$ cat config.mk
export PLATFORM = sky130hd
export DESIGN_NAME = fisp_top
export DESIGN_NICKNAME = d
export VERILOG_FILES = /design/src/hw/fisp_buf2.v /design/src/hw/fisp_sync3.v /design/src/hw/fisp_top.v
export VERILOG_INCLUDE_DIRS = /design/src /design/src/include
export SDC_FILE = /design/constraint.sdc
export NUM_CORES = 1
export LEC_CHECK = 0
export ABC_AREA = 1
export BUFFER_PORTS_ARGS = -buffer_cell sky130_fd_sc_hd__buf_2
export CAP_MARGIN = 0
export CORE_UTILIZATION = 40
export DETAILED_ROUTE_END_ITERATION = 12
export SLEW_MARGIN = 20
export SYNTH_ARGS = -nofsm -noshare
export SYNTH_HDL_FRONTEND = slang
export SYNTH_SLANG_ARGS = --single-unit
$ cat constraint.sdc
create_clock -name clk -period 4.95 [get_ports clk]
set_clock_uncertainty 0.05 [all_clocks]
set_input_delay 0.99 -clock clk [delete_from_list [all_inputs] [get_ports clk]]
set_output_delay 0.99 -clock clk [all_outputs]
set_load 0.005 [all_outputs]
$ cat src/include/fisp_defs.vh
// Purpose: Constants for the flash page programmer: register indices, fields, codes, limits.
// Assumes: Register indices are multiplied by four to form Avalon byte addresses.
// Notes: Definitions only.
`ifndef FISP_DEFS_VH
`define FISP_DEFS_VH

// Register indices (byte address is four times the index).
`define FISP_IDX_CMD 8'hBA
`define FISP_IDX_TGT_LO 8'hBB
`define FISP_IDX_TGT_HI 8'hBC
`define FISP_IDX_RAM_LO 8'hBD
`define FISP_IDX_CNT 8'hBE
`define FISP_IDX_STATUS 8'hBF

// Reset values.
`define FISP_RST_BYTE 8'h00

// Command codes.
`define FISP_CMD_PROGRAM 8'h5A
`define FISP_CMD_ERASE 8'hC3

// Count register fields.
`define FISP_CNT_MSB 7
`define FISP_CNT_LSB 3
`define FISP_CNT_RAM8 0
`define FISP_CNT_MASK 8'hF9

// Status register fields.
`define FISP_ST_BUSY 0
`define FISP_ST_REFUSED 1
`define FISP_ST_LOCK 2

// Locked upper region of the flash.
`define FISP_LOCK_LO 16'h2000
`define FISP_LOCK_HI 16'h27FF

// Erased word value.
`define FISP_ERASED_WORD 16'hFFFF

// Width of one entry toward the flash: erase flag, word address, data.
`define FISP_ENTRY_W 33

`endif

$ cat src/hw/fisp_buf2.v
// Purpose: Two-entry buffer with valid and ready on both sides.
// Assumes: Writer and reader share one clock.
// Notes: Full and empty are exact; a stalled reader lets it fill and drops in_ready.
`default_nettype none

module fisp_buf2 #(
  parameter WIDTH = 33
) (
  // Clock and reset
  input wire clk,
  input wire reset,
  // Filling side
  input wire in_valid,
  output wire in_ready,
  input wire [WIDTH-1:0] in_data,
  // Draining side
  output wire out_valid,
  input wire out_ready,
  output wire [WIDTH-1:0] out_data,
  // State
  output wire empty
);

  reg [WIDTH-1:0] mem_ff [0:1];
  reg wr_ptr_ff;
  reg rd_ptr_ff;
  reg [1:0] count_ff;
  wire push;
  wire pop;

  assign in_ready = (count_ff != 2'h2);
  assign out_valid = (count_ff != 2'h0);
  assign empty = (count_ff == 2'h0);
  assign out_data = mem_ff[rd_ptr_ff];
  assign push = in_valid & in_ready;
  assign pop = out_valid & out_ready;

  // Pointers and occupancy; storage is two entries picked by the write index.
  always @(posedge clk)
  begin
    if (reset)
    begin
      wr_ptr_ff <= 1'b0;
      rd_ptr_ff <= 1'b0;
      count_ff <= 2'h0;
    end
    else
    begin
      if (push)
      begin
        mem_ff[wr_ptr_ff] <= in_data;
        wr_ptr_ff <= ~wr_ptr_ff;
      end
      if (pop)
        rd_ptr_ff <= ~rd_ptr_ff;
      if (push && !pop)
        count_ff <= count_ff + 2'h1;
      else if (pop && !push)
        count_ff <= count_ff - 2'h1;
    end
  end

endmodule

`default_nettype wire

$ cat src/hw/fisp_sync3.v
// Purpose: Three-stage synchroniser for a level from outside the clock domain.
// Assumes: The input changes slowly compared with the clock.
// Notes: The output follows only when the second and third stages agree.
`default_nettype none

module fisp_sync3 (
  // Clock and reset
  input wire clk,
  input wire reset,
  // Level in and out
  input wire async_in,
  output reg sync_out
);

  reg s1_ff;
  reg s2_ff;
  reg s3_ff;

  // The first stage feeds only the second, so metastability never reaches the compare.
  always @(posedge clk)
  begin
    if (reset)
    begin
      s1_ff <= 1'b0;
      s2_ff <= 1'b0;
      s3_ff <= 1'b0;
      sync_out <= 1'b0;
    end
    else
    begin
      s1_ff <= async_in;
      s2_ff <= s1_ff;
      s3_ff <= s2_ff;
      if (s2_ff == s3_ff)
        sync_out <= s3_ff;
    end
  end

endmodule

`default_nettype wire

$ cat src/hw/fisp_top.v
// Purpose: In-system page programmer for a 10K x 16 program flash, fed from data RAM.
// Assumes: Data RAM returns a byte one clock after a read enable; Avalon-MM byte addressing.
// Notes: Holds the CPU while busy; other peripherals keep their own clocks untouched.
//
// Implementation choice: register access over Avalon-MM.
`include "fisp_defs.vh"
`default_nettype none

module fisp_top (
  // Clock and reset
  input wire clk,
  input wire reset,
  // Avalon-MM register slave
  input wire [9:0] avs_address,
  input wire avs_read,
  input wire avs_write,
  input wire [31:0] avs_writedata,
  output reg [31:0] avs_readdata,
  output wire avs_waitrequest,
  // Core stall
  output wire cpu_hold,
  // Lock option pin
  input wire boot_region_lock_option,
  // Data RAM read port
  output reg ram_rd_en,
  output reg [9:0] ram_rd_addr,
  input wire [7:0] ram_rd_data,
  // Flash array port
  output wire flash_valid,
  input wire flash_ready,
  output wire flash_erase,
  output wire [15:0] flash_addr,
  output wire [15:0] flash_wdata
);

  // Timing seen from outside, for whoever drives or models the far side.
  // Bus: every read or write gets exactly one wait cycle. A write lands at the first
  // edge of the request; read data are loaded there and still stand at the second.
  // Register writes made while the core is held are answered but change nothing beyond a refusal clear,
  // because the bus master is expected to be that same held core.
  // Program, per word: RD_LO and RD_HI each raise ram_rd_en for one cycle, at source
  // bytes X and X+1, and the RAM must return each byte in the following cycle.
  // CAP joins the pair, and PUSH hands the word to the buffer and steps the flash address and the words left.
  // A full buffer keeps PUSH waiting, so a slow flash only stretches the operation.
  // The last word leads to DRAIN, which waits for the buffer to empty before the
  // core is let go, so the core never resumes with a word still in flight.
  // Erase: a single entry with the erase flag and the page start; the flash array
  // is expected to clear the whole page on that one entry.
  // Refusal: a locked target never leaves idle, so cpu_hold stays low, and the
  // status flag records the refusal until software writes a one to clear it.
  // Limits: the start address is not checked for alignment, and bit 9 of the
  // start source address is always zero because only bit 8 has storage.
  // Status word: bit 0 busy, bit 1 refused, bit 2 synchronised lock option.
  // Hazard: the flash port must not see an entry change while it is stalled, so
  // the buffer keeps its head entry fixed until flash_ready is seen high.
  // Trade-off: two entries let one RAM fetch overlap one flash write; a deeper
  // buffer would not shorten an operation that the flash paces anyway.

  // Sequencer states; a program walks RD_LO, RD_HI, CAP and PUSH once per word.
  localparam ST_IDLE = 3'h0;
  localparam ST_RD_LO = 3'h1;
  localparam ST_RD_HI = 3'h2;
  localparam ST_CAP = 3'h3;
  localparam ST_PUSH = 3'h4;
  localparam ST_ERASE = 3'h5;
  localparam ST_DRAIN = 3'h6;

  // Software-visible registers, writable only while idle.
  reg [7:0] tgt_lo_ff;
  reg [7:0] tgt_hi_ff;
  reg [7:0] ram_lo_ff;
  reg [7:0] cnt_ff;

  // Sticky refusal flag and the one-cycle bus answer.
  reg refused_ff;
  reg ack_ff;

  // Sequencer state, stepping addresses, words left and the byte being paired.
  reg [2:0] state_ff;
  reg [2:0] nxt_state;
  reg [15:0] waddr_ff;
  reg [9:0] raddr_ff;
  reg [5:0] left_ff;
  reg [7:0] lo_byte_ff;
  reg [15:0] word_ff;

  // Decode, lock and buffer nets.
  wire lock_sync;
  wire req;
  wire [7:0] idx;
  wire wr_take;
  wire [15:0] target;
  wire in_lock;
  wire cmd_prog;
  wire cmd_erase;
  wire cmd_refuse;
  wire buf_in_valid;
  wire buf_in_ready;
  wire [`FISP_ENTRY_W-1:0] buf_in_data;
  wire [`FISP_ENTRY_W-1:0] buf_out_data;
  wire buf_empty;
  wire idle;

  // The lock option arrives as a static pin from outside the clock domain.
  fisp_sync3 u_lock_sync (
    .clk(clk),
    .reset(reset),
    .async_in(boot_region_lock_option),
    .sync_out(lock_sync)
  );

  // Words for the flash pass through a short buffer so a flash stall loses nothing.
  fisp_buf2 #(
    .WIDTH(`FISP_ENTRY_W)
  ) u_buf (
    .clk(clk),
    .reset(reset),
    .in_valid(buf_in_valid),
    .in_ready(buf_in_ready),
    .in_data(buf_in_data),
    .out_valid(flash_valid),
    .out_ready(flash_ready),
    .out_data(buf_out_data),
    .empty(buf_empty)
  );

  assign flash_erase = buf_out_data[32];
  assign flash_addr = buf_out_data[31:16];
  assign flash_wdata = buf_out_data[15:0];

  // Bus decode: every access answers one cycle after the request appears.
  assign req = avs_read | avs_write;
  assign avs_waitrequest = req & ~ack_ff;
  assign idx = avs_address[9:2];
  assign wr_take = avs_write & ~ack_ff;
  assign idle = (state_ff == ST_IDLE);

  // Target word address and the locked-region test.
  assign target = {tgt_hi_ff, tgt_lo_ff};
  assign in_lock = (target >= `FISP_LOCK_LO) && (target <= `FISP_LOCK_HI);
  // Only the full upper region is guarded; option words stay open when unlocked.
  assign cmd_refuse = lock_sync & in_lock;
  assign cmd_prog = wr_take && idle && (idx == `FISP_IDX_CMD)
    && (avs_writedata[7:0] == `FISP_CMD_PROGRAM);
  assign cmd_erase = wr_take && idle && (idx == `FISP_IDX_CMD)
    && (avs_writedata[7:0] == `FISP_CMD_ERASE);

  // The core is held for the whole operation, including the final drain.
  assign cpu_hold = ~idle;

  // Buffer entries: one erase entry, or one assembled word per byte pair.
  assign buf_in_valid = (state_ff == ST_PUSH) || (state_ff == ST_ERASE);
  assign buf_in_data = (state_ff == ST_ERASE) ? {1'b1, waddr_ff, `FISP_ERASED_WORD}
    : {1'b0, waddr_ff, word_ff};

  // Register writes and the bus handshake; writes during an operation change nothing but the refusal flag.
  always @(posedge clk)
  begin
    if (reset)
    begin
      ack_ff <= 1'b0;
      avs_readdata <= 32'h0000_0000;
      tgt_lo_ff <= `FISP_RST_BYTE;
      tgt_hi_ff <= `FISP_RST_BYTE;
      ram_lo_ff <= `FISP_RST_BYTE;
      cnt_ff <= `FISP_RST_BYTE;
      refused_ff <= 1'b0;
    end
    else
    begin
      ack_ff <= req & ~ack_ff;
      // Read data are loaded in the first cycle, so they stand when waitrequest drops.
      if (avs_read && !ack_ff)
      begin
        case (idx)
          `FISP_IDX_TGT_LO: avs_readdata <= {24'h00_0000, tgt_lo_ff};
          `FISP_IDX_TGT_HI: avs_readdata <= {24'h00_0000, tgt_hi_ff};
          `FISP_IDX_RAM_LO: avs_readdata <= {24'h00_0000, ram_lo_ff};
          `FISP_IDX_CNT: avs_readdata <= {24'h00_0000, cnt_ff};
          `FISP_IDX_STATUS: avs_readdata <= {29'h0000_0000, lock_sync, refused_ff, ~idle};
          default: avs_readdata <= 32'h0000_0000;
        endcase
      end
      // Writes land in the first cycle; the command register itself has no storage.
      if (wr_take && idle)
      begin
        case (idx)
          `FISP_IDX_TGT_LO: tgt_lo_ff <= avs_writedata[7:0];
          `FISP_IDX_TGT_HI: tgt_hi_ff <= avs_writedata[7:0];
          `FISP_IDX_RAM_LO: ram_lo_ff <= avs_writedata[7:0];
          `FISP_IDX_CNT: cnt_ff <= avs_writedata[7:0] & `FISP_CNT_MASK;
          default: cnt_ff <= cnt_ff;
        endcase
      end
      // A refusal in the same cycle as a clear keeps the flag set.
      if ((cmd_prog || cmd_erase) && cmd_refuse)
        refused_ff <= 1'b1;
      else if (wr_take && (idx == `FISP_IDX_STATUS) && avs_writedata[`FISP_ST_REFUSED])
        refused_ff <= 1'b0;
    end
  end

  // Sequencer state choice.
  always @*
  begin
    nxt_state = state_ff;
    case (state_ff)
      ST_IDLE:
      begin
        if (cmd_prog && !cmd_refuse)
          nxt_state = ST_RD_LO;
        else if (cmd_erase && !cmd_refuse)
          nxt_state = ST_ERASE;
      end
      ST_RD_LO: nxt_state = ST_RD_HI;
      ST_RD_HI: nxt_state = ST_CAP;
      ST_CAP: nxt_state = ST_PUSH;
      // PUSH holds while the buffer is full, so no word is lost to a stall.
      ST_PUSH:
      begin
        if (buf_in_ready)
          nxt_state = (left_ff == 6'h01) ? ST_DRAIN : ST_RD_LO;
      end
      ST_ERASE:
      begin
        if (buf_in_ready)
          nxt_state = ST_DRAIN;
      end
      ST_DRAIN:
      begin
        if (buf_empty)
          nxt_state = ST_IDLE;
      end
      default: nxt_state = ST_IDLE;
    endcase
  end

  // Sequencer datapath: RAM reads, byte pairing and address stepping.
  always @(posedge clk)
  begin
    if (reset)
    begin
      state_ff <= ST_IDLE;
      waddr_ff <= 16'h0000;
      raddr_ff <= 10'h000;
      left_ff <= 6'h00;
      lo_byte_ff <= 8'h00;
      word_ff <= 16'h0000;
      ram_rd_en <= 1'b0;
      ram_rd_addr <= 10'h000;
    end
    else
    begin
      state_ff <= nxt_state;
      ram_rd_en <= 1'b0;
      // Idle keeps reloading the start values, so the last register write always counts.
      if (state_ff == ST_IDLE)
      begin
        waddr_ff <= target;
        // Bit 9 of the source address has no storage, so it reads back as zero.
        raddr_ff <= {1'b0, cnt_ff[`FISP_CNT_RAM8], ram_lo_ff};
        left_ff <= {1'b0, cnt_ff[`FISP_CNT_MSB:`FISP_CNT_LSB]} + 6'h01;
      end
      // A read is issued on entry to RD_LO and to RD_HI, one byte each.
      if (nxt_state == ST_RD_LO || nxt_state == ST_RD_HI)
      begin
        ram_rd_en <= 1'b1;
        ram_rd_addr <= raddr_ff;
        raddr_ff <= raddr_ff + 10'h001;
      end
      // The first byte of the pair lands in the low half, the following byte in the high half.
      if (state_ff == ST_RD_HI)
        lo_byte_ff <= ram_rd_data;
      if (state_ff == ST_CAP)
        word_ff <= {ram_rd_data, lo_byte_ff};
      // Step to the next word only once the buffer has taken this one.
      if (state_ff == ST_PUSH && buf_in_ready)
      begin
        waddr_ff <= waddr_ff + 16'h0001;
        left_ff <= left_ff - 6'h01;
      end
    end
  end

endmodule

`default_nettype wire

==> results of run 1 <==
[power groups by stage]
stage          clock network, mW  registers, mW  logic [mW]
3_5_place_dp                   0           1.61       0.145
5_1_grt                     1.41           1.57       0.160
4_1_cts                     1.34           1.57       0.146
3_3_place_gp                   0           1.61       0.145
6_report                    1.32           1.57       0.144
2_1_floorplan                  0           1.60       0.103
[worst max-delay path, stage by stage, from the launching register on]
cell,delay (ns)
sky130_fd_sc_hd__dfxtp_1,0.31
sky130_fd_sc_hd__buf_4,0.39
sky130_fd_sc_hd__mux2_2,0.40
sky130_fd_sc_hd__buf_2,0.13
[through the flow]
| step | setup slack, ns | power, mW | std cells |
|---|---|---|---|
| after floorplan | 0.7221 | 1.708 | 956 |
| after global placement | 1.997 | 1.750 | 1258 |
| after detailed placement | 1.949 | 1.751 | 1258 |
| after CTS | 2.189 | 3.061 | 1290 |
| after global routing | 2.005 | 3.144 | 1290 |
| final | 2.234 | 3.035 | 1290 |
[metal layers]
| metal | GRT usage | part of all wire | up-vias |
|---|---|---|---|
| li1 | - | - | 3238 |
| met1 | 0.2447 | 0.49 | 2916 |
| met2 | 0.2713 | 0.46 | 132 |
| met3 | 0.03605 | 0.039 | 16 |
| met4 | 0.06000 | 0.012 | 0 |
| met5 | 0 | 0 | - |
[how the worst max path moves through the flow]
stage                                     to  slack (ns)  cells after the start
after floorplan           u_buf.mem_ff[1][0]        0.72                      3
after global placement          ram_lo_ff[6]        2.00                      8
after detailed placement        ram_lo_ff[4]        1.95                      8
after CTS                     flash_wdata[6]        2.19                      3
after global routing             raddr_ff[8]        2.00                     11
final                          flash_addr[5]        2.23                      3
[placed cells by master, fill, tap and decap left out, types with 5 or more instances in the layout]
master | netlist | layout
sky130_fd_sc_hd__a211oi_1 | 6 | 6
sky130_fd_sc_hd__a21oi_1 | 75 | 75
sky130_fd_sc_hd__a21oi_2 | 9 | 9
sky130_fd_sc_hd__a31oi_1 | 13 | 13
sky130_fd_sc_hd__buf_2 | 3 | 84
sky130_fd_sc_hd__buf_4 | 26 | 8
sky130_fd_sc_hd__clkbuf_16 | 0 | 17
sky130_fd_sc_hd__conb_1 | 1 | 24
sky130_fd_sc_hd__dfxtp_1 | 119 | 119
sky130_fd_sc_hd__edfxtp_1 | 66 | 66
sky130_fd_sc_hd__ha_1 | 6 | 6
sky130_fd_sc_hd__inv_1 | 90 | 90
sky130_fd_sc_hd__inv_6 | 0 | 5
sky130_fd_sc_hd__mux2_2 | 33 | 33
sky130_fd_sc_hd__nand2_1 | 159 | 159
sky130_fd_sc_hd__nand3_1 | 42 | 42
sky130_fd_sc_hd__nand4_1 | 6 | 6
sky130_fd_sc_hd__nor2_1 | 85 | 84
sky130_fd_sc_hd__nor3_1 | 16 | 15
sky130_fd_sc_hd__o2111ai_1 | 5 | 5
sky130_fd_sc_hd__o21ai_0 | 70 | 70
sky130_fd_sc_hd__o21ai_1 | 13 | 13
sky130_fd_sc_hd__or2_2 | 16 | 16
sky130_fd_sc_hd__xor2_1 | 14 | 14
[final cells by class]
cell class / instances / area share
repair buffers: 92 / 0.05125
clock buffers: 18 / 0.04578
well taps: 270 / 0.03603
inverters: 94 / 0.03764
flip-flops and latches: 185 / 0.4655
clock inverters: 14 / 0.01441
multi-input cells: 617 / 0.3494
[cells by family (layout without fill, tap and decap cells)]
logic type,after synthesis,count (layout),synth area share
AOI/OAI and AO/OA,198,198,0.1325
xor gates and xnor gates,16,16,0.01698
adders and majority gates,6,6,0.009093
buffers and inverters,154,218,0.08593
DFF,185,185,0.5286
muxes,33,33,0.04501
other,1,24,0.0004542
and+or+nand+nor,340,340,0.1814
[state kept, by name, indices dropped and copies added, names as in the netlist, 2 cells and up, named ones only]
signal / count
raddr_ff: 10
waddr_ff: 16
ram_lo_ff: 8
avs_readdata: 8
u_buf.mem_ff: 66
tgt_lo_ff: 8
u_buf.count_ff: 2
word_ff: 16
lo_byte_ff: 8
ram_rd_addr: 10
left_ff: 6
state_ff: 3
cnt_ff: 6
tgt_hi_ff: 8
==> impl_metrics.env, run 1 <==
export IMPL_result_of_the_run="completed"
export IMPL_post_synth_inst_count=933
export IMPL_detailed_place_hpwl_um=12720
export IMPL_number_of_antenna_violations_at_the_first_check_in_global_routing=0
export IMPL_crit_path_start_kind="flop"
export IMPL_initial_core_utilization=0.4080
export IMPL_netlist_top_cells_count="sky130_fd_sc_hd__nand2_1 (159), sky130_fd_sc_hd__dfxtp_1 (119), sky130_fd_sc_hd__inv_1 (90)"
export IMPL_synth_area_um2=8255
export IMPL_timing_final_setup_violations=0
export IMPL_placementRows=52
export IMPL_yosysWarnings=0
export IMPL_crit_fanout=33
export IMPL_maxClockFrequency_ghz=0.3681
export IMPL_hold_viol_final=0
export IMPL_pin_count=135
export IMPL_grt_total_usage=0.1758
export IMPL_final_min_period_over_clock_period=0.5488
export IMPL_clock_root_buffer="sky130_fd_sc_hd__clkbuf_16"
export IMPL_clk_latency_worst_skew_pair_ns=0.43
export IMPL_grt_pass1_vias=5568
export IMPL_maximum_number_of_buffers_from_clock_root_to_sink=2
export IMPL_finalWorstPathRequiredPeriod_ns=2.716
export IMPL_synth_most_common_cell="sky130_fd_sc_hd__nand2_1"
export IMPL_dpl_instance_area_um2=8811
export IMPL_floorplan_die_height_um=145.7
export IMPL_critical_path_reg2reg_endpoint="raddr_ff[7]"
export IMPL_reg2reg_depth=12
export IMPL_timing_max_cap_violations=0
export IMPL_synth_seq_cells=185
export IMPL_n_fill_cell=1999
export IMPL_timing_hold_worst_endpoint="u_lock_sync.s2_ff"
export IMPL_grt_setup_unrepaired="no"
export IMPL_drt_total_wl_um=18410
export IMPL_layout_area_overhead_vs_synth_pct=13.56
export IMPL_drtAntennaViolNets=0
export IMPL_port_buffer_count=84
export IMPL_clock_tree_from_tritoncts="yes"
export IMPL_ys_async_sr_fraction=0
export IMPL_ys_types=44
export IMPL_insertedDiodeCount=0
export IMPL_clock_sink_count=185
export IMPL_synthDominantAreaCellType="sky130_fd_sc_hd__dfxtp_1"
export IMPL_total_switching_power_mw=0.7048
export IMPL_firstDrtPassIters=5
export IMPL_p_int_mw=2.330
export IMPL_power_share_sequential=0.518
export IMPL_crit_arrival_ns=1.68
export IMPL_post_route_cells_drive_above_1_share=0.1951
export IMPL_gp_routability_congestion=0.9186
export IMPL_post_cts_setup_buffers=0
export IMPL_number_of_nets_in_the_layout=1069
export IMPL_synth_sequential_area_ratio=0.5286
export IMPL_cts_hold_buf=0
export IMPL_cts_htree_levels=4
export IMPL_final_core_utilization=0.4633
export IMPL_dieArea_um2=21220
export IMPL_drtIter0Drc=486
export IMPL_main_synth_ff_type="sky130_fd_sc_hd__dfxtp_1"
export IMPL_seqCellArea_um2=4364
export IMPL_fraction_of_power_spent_switching_nets=0.2323
export IMPL_chipWidth_um=145.7
export IMPL_cp_end_kind="output port"
export IMPL_ff2ff_setup_slack_ns=2.32
export IMPL_placeableCoreArea_um2=20230
export IMPL_final_max_slew_viol_count=0
export IMPL_timing_worst_slew_pin_value_ns=0.7776
export IMPL_crit_type="flop to output port"
export IMPL_irDropWorstVdd_mv=0.2495
export IMPL_hold_path_class="flop to flop"
export IMPL_pin_count_of_the_biggest_net_entering_global_routing=38
export IMPL_clkTransAtPathRegs_ns=0.07
export IMPL_finalHoldWorstSlack_ns=0.3530
export IMPL_synth_edff_count=66
export IMPL_multi_input_comb_area_um2=3276
export IMPL_finish_instance_area_um2=9375
export IMPL_synthTopCellsByArea="sky130_fd_sc_hd__dfxtp_1 (29%), sky130_fd_sc_hd__edfxtp_1 (24%), sky130_fd_sc_hd__nand2_1 (7.2%)"
export IMPL_timing_setup_tns_ns=0
export IMPL_min_delay_path_depth=2
export IMPL_combinationalPowerShare=0.048
export IMPL_drc=0
export IMPL_detail_route_vias_per_cell=4.885
export IMPL_grt_overflow_total=0
export IMPL_worst_slew_margin_rel=0.4797
export IMPL_wirelength_per_cell_um=14.27
export IMPL_worst_hold_startpoint="u_lock_sync.s1_ff"
export IMPL_p_per_area_nw_per_um2=323.7
export IMPL_syn_avg_cell_area_um2=8.848
export IMPL_clock_power_share=0.435
export IMPL_cts_buffers_inserted=17
export IMPL_power_leakage_nw=3.604
export IMPL_grt_pass1_wl_um=29240
export IMPL_crit_required_ns=3.91
export IMPL_synth_top_cell_area_share=0.2886
export IMPL_vias=6302
export IMPL_cts_resized=0
export IMPL_regToRegStartpoint="state_ff[0]"
No activity file was read; power rests on OpenSTA's default activity.
==> run 2: changes to the inputs <==
--- a/config.mk
+++ b/config.mk
@@ -6,7 +6,7 @@
 export SDC_FILE = /design/constraint.sdc
 export NUM_CORES = 1
 export LEC_CHECK = 0
-export ABC_AREA = 1
+export ABC_AREA = 0
 export BUFFER_PORTS_ARGS = -buffer_cell sky130_fd_sc_hd__buf_2
 export CAP_MARGIN = 0
 export CORE_UTILIZATION = 40
==> constraint.sdc (replaced) <==
create_clock -name clk -period 2.35 [get_ports clk]
set_clock_uncertainty 0.05 [all_clocks]
set_input_delay 0.47 -clock clk [delete_from_list [all_inputs] [get_ports clk]]
set_output_delay 0.47 -clock clk [all_outputs]
set_load 0.005 [all_outputs]
==> impl_metrics.env, run 2 <==
export IMPL_worst_slew_margin_rel=0.5207
export IMPL_timing_final_setup_violations=20
export IMPL_violations="negative setup slack"
export IMPL_timing_max_cap_violations=0
export IMPL_synth_edff_count=66
export IMPL_min_delay_path_depth=2
export IMPL_layout_area_overhead_vs_synth_pct=23.47
export IMPL_final_min_period_over_clock_period=1.049
export IMPL_cp_end_kind="flop"
export IMPL_grt_total_usage=0.1953
export IMPL_hold_viol_final=0
export IMPL_detail_route_vias_per_cell=5.338
export IMPL_post_route_cells_drive_above_1_share=0.2661
export IMPL_met1_length_um=9801
export IMPL_synthDominantAreaCellType="sky130_fd_sc_hd__dfxtp_1"
export IMPL_initial_core_utilization=0.4076
export IMPL_met2_wirelength_um=9171
export IMPL_grt_overflow_total=0
export IMPL_grt_setup_unrepaired="yes"
export IMPL_chipWidth_um=145.6
export IMPL_placementRows=52
export IMPL_crit_path_start_kind="flop"
export IMPL_crit_fanout=6
export IMPL_clock_sink_count=185
export IMPL_netlist_top_cells_count="sky130_fd_sc_hd__dfxtp_1 (119), sky130_fd_sc_hd__nand2_1 (110), sky130_fd_sc_hd__a21oi_1 (78)"
export IMPL_largest_register_ff_count=66
export IMPL_maximum_number_of_buffers_from_clock_root_to_sink=2
export IMPL_regToRegStartpoint="state_ff[0]"
export IMPL_wirelength_per_cell_um=16.12
export IMPL_most_frequent_cells_in_the_layout="sky130_fd_sc_hd__dfxtp_1 (117), sky130_fd_sc_hd__nand2_1 (110), sky130_fd_sc_hd__buf_2 (84)"
export IMPL_n_fill_cell=1868
export IMPL_reg2reg_depth=7
export IMPL_floorplan_die_height_um=145.6
export IMPL_vias=6657
export IMPL_multi_input_comb_area_um2=3792
export IMPL_ys_types=58
export IMPL_cts_hold_buf=0
export IMPL_number_of_nets_in_the_layout=1026
export IMPL_firstDrtPassIters=5
export IMPL_hold_path_class="primary input to flop"
export IMPL_number_of_antenna_violations_at_the_first_check_in_global_routing=0
export IMPL_gp_routability_congestion=0.8587
export IMPL_finish_instance_area_um2=10180
export IMPL_max_flop_register="u_buf.mem_ff"
export IMPL_clock_root_buffer="sky130_fd_sc_hd__clkbuf_16"
export IMPL_crit_required_ns=2.66
export IMPL_seqCellArea_um2=4367
export IMPL_timing_worst_slew_pin_value_ns=0.7189
export IMPL_drtAntennaViolNets=0
export IMPL_cts_htree_levels=4
export IMPL_cts_buffers_inserted=17
export IMPL_post_synth_inst_count=849
export IMPL_clkTransAtPathRegs_ns=0.08
export IMPL_worst_hold_startpoint="boot_region_lock_option"
export IMPL_main_synth_ff_type="sky130_fd_sc_hd__dfxtp_1"
export IMPL_synth_most_common_cell="sky130_fd_sc_hd__dfxtp_1"
export IMPL_insertedDiodeCount=0
export IMPL_synth_sequential_area_ratio=0.5292
export IMPL_finalWorstSetupSlack_ns=-0.1149
export IMPL_drtIter0Drc=598
export IMPL_detailed_place_hpwl_um=13170
export IMPL_synth_area_um2=8247
export IMPL_synthTopCellsByArea="sky130_fd_sc_hd__dfxtp_1 (29%), sky130_fd_sc_hd__edfxtp_1 (24%), sky130_fd_sc_hd__nand2_1 (5.0%)"
export IMPL_pin_count=135
export IMPL_largestRegisters="u_buf.mem_ff x66, waddr_ff x16, word_ff x16"
export IMPL_synth_top_cell_area_share=0.2889
export IMPL_detailedPlace_worstSlack_ns=-0.1998
export IMPL_dieArea_um2=21200
export IMPL_port_buffer_count=84
export IMPL_power_leakage_nw=3.672
export IMPL_cp_startpoint="state_ff[0]"
export IMPL_clk_latency_worst_skew_pair_ns=0.44
export IMPL_p_per_area_nw_per_um2=647.3
export IMPL_crit_type="flop to flop"
export IMPL_clock_tree_from_tritoncts="yes"
export IMPL_grt_pass1_vias=6164
export IMPL_irDropWorstVdd_mv=0.5415
export IMPL_drc=0
export IMPL_drt_total_wl_um=20100
export IMPL_result_of_the_run="complete, but fails checks"
export IMPL_final_max_slew_viol_count=0
export IMPL_syn_avg_cell_area_um2=9.713
export IMPL_route_met3_wl_um=847
export IMPL_ys_async_sr_fraction=0
export IMPL_synth_seq_cells=185
export IMPL_maxClockFrequency_ghz=0.4057
export IMPL_dpl_instance_area_um2=9296
export IMPL_crit_arrival_ns=2.78
export IMPL_grt_pass1_wl_um=32840
export IMPL_placeableCoreArea_um2=20230
export IMPL_commonest_non_fill_non_tap_cell_in_the_layout="sky130_fd_sc_hd__dfxtp_1"
export IMPL_finalWorstPathRequiredPeriod_ns=2.465
export IMPL_pin_count_of_the_biggest_net_entering_global_routing=67
export IMPL_highest_layer="met4"
export IMPL_yosysWarnings=0
[run 2: cell count changes after synthesis, moves of 12 or more]
cell                       previous run  this run
sky130_fd_sc_hd__nand4_1              6        26
sky130_fd_sc_hd__clkbuf_1            25        46
sky130_fd_sc_hd__nand2_1            159       110
sky130_fd_sc_hd__or2_2               16         1
sky130_fd_sc_hd__nor2b_1              0        12
sky130_fd_sc_hd__inv_1               90         5
sky130_fd_sc_hd__o21ai_0             70        19
sky130_fd_sc_hd__nand2b_1             0        26
sky130_fd_sc_hd__nor2_1              85        68
sky130_fd_sc_hd__a22oi_1              1        16
sky130_fd_sc_hd__o21ai_1             13         1
sky130_fd_sc_hd__nor3b_1              0        15
[run 2: repair_timing]
action / 4_1_cts / 5_1_grt
gates resized for setup: 17 / 24
buffers inserted: 1 / 1
endpoints found under the setup margin: 20 / 21
pin swaps: 13 / 5
gates cloned: 1 / 1
[run 2: logic make-up after synthesis]
family / after synthesis / synth area share
other cells: 1 / 0.0004547
mux: 42 / 0.05614
flops: 185 / 0.5292
fa+ha+maj: 6 / 0.009103
simple gates: 339 / 0.2042
compound gates: 180 / 0.1397
xor+xnor: 8 / 0.008496
buf+inv: 88 / 0.05265
[run 2: final timing paths]
path / endpoint / slack [ns]
max reg2reg: raddr_ff[9] / -0.11
min reg2reg: word_ff[0] / 0.40
min: u_lock_sync.s1_ff / 0.19
max: raddr_ff[9] / -0.11
[run 2: layout make-up]
type | instances | share of cell area
inverters | 6 | 0.002212
clock buffers | 17 | 0.04178
multi-input cells | 600 | 0.3724
clock inverters | 15 | 0.01942
flip-flops and latches | 185 | 0.4289
well taps | 270 | 0.03318
repair buffers | 154 | 0.1021
[run 2: metal layers]
metal	GRT usage	up-vias
met5	0	-
met4	0.06368	0
met3	0.03636	20
met2	0.2998	182
met1	0.2774	3151
li1	-	3304
[run 2: through the flow]
| stage | hold slack (ns) | total power [mW] | TNS (ns) | util | std cells |
|---|---|---|---|---|---|
| 2_1_floorplan | 0.3638 | 3.620 | -0.9283 | - | 872 |
| 3_3_place_gp | 0.3693 | 3.753 | -2.299 | 0.4594 | 1211 |
| 3_5_place_dp | 0.3922 | 3.753 | -2.468 | 0.4594 | 1211 |
| 4_1_cts | 0.1719 | 6.658 | -0.3161 | 0.4954 | 1245 |
| 5_1_grt | 0.2010 | 6.803 | -2.367 | 0.5032 | 1247 |
| 6_report | 0.1881 | 6.591 | -0.9998 | 0.5032 | 1247 |
[run 2: worst max-delay path, cell delays in order (launching register included)]
cell and delay, ns:
sky130_fd_sc_hd__dfxtp_2 0.34, sky130_fd_sc_hd__nor3_4 0.20, sky130_fd_sc_hd__inv_2 0.07, sky130_fd_sc_hd__or3_4 0.38, sky130_fd_sc_hd__or4_4 0.55, sky130_fd_sc_hd__and3_4 0.23
sky130_fd_sc_hd__or4_4 0.42, sky130_fd_sc_hd__a31oi_2 0.14
[run 2: power by group]
part           total [mW]  switching [mW]  internal (mW)
Sequential           3.31          0.0101           3.30
Clock                2.91            1.46           1.46
Combinational       0.364           0.197          0.167
Total                6.59            1.66           4.93
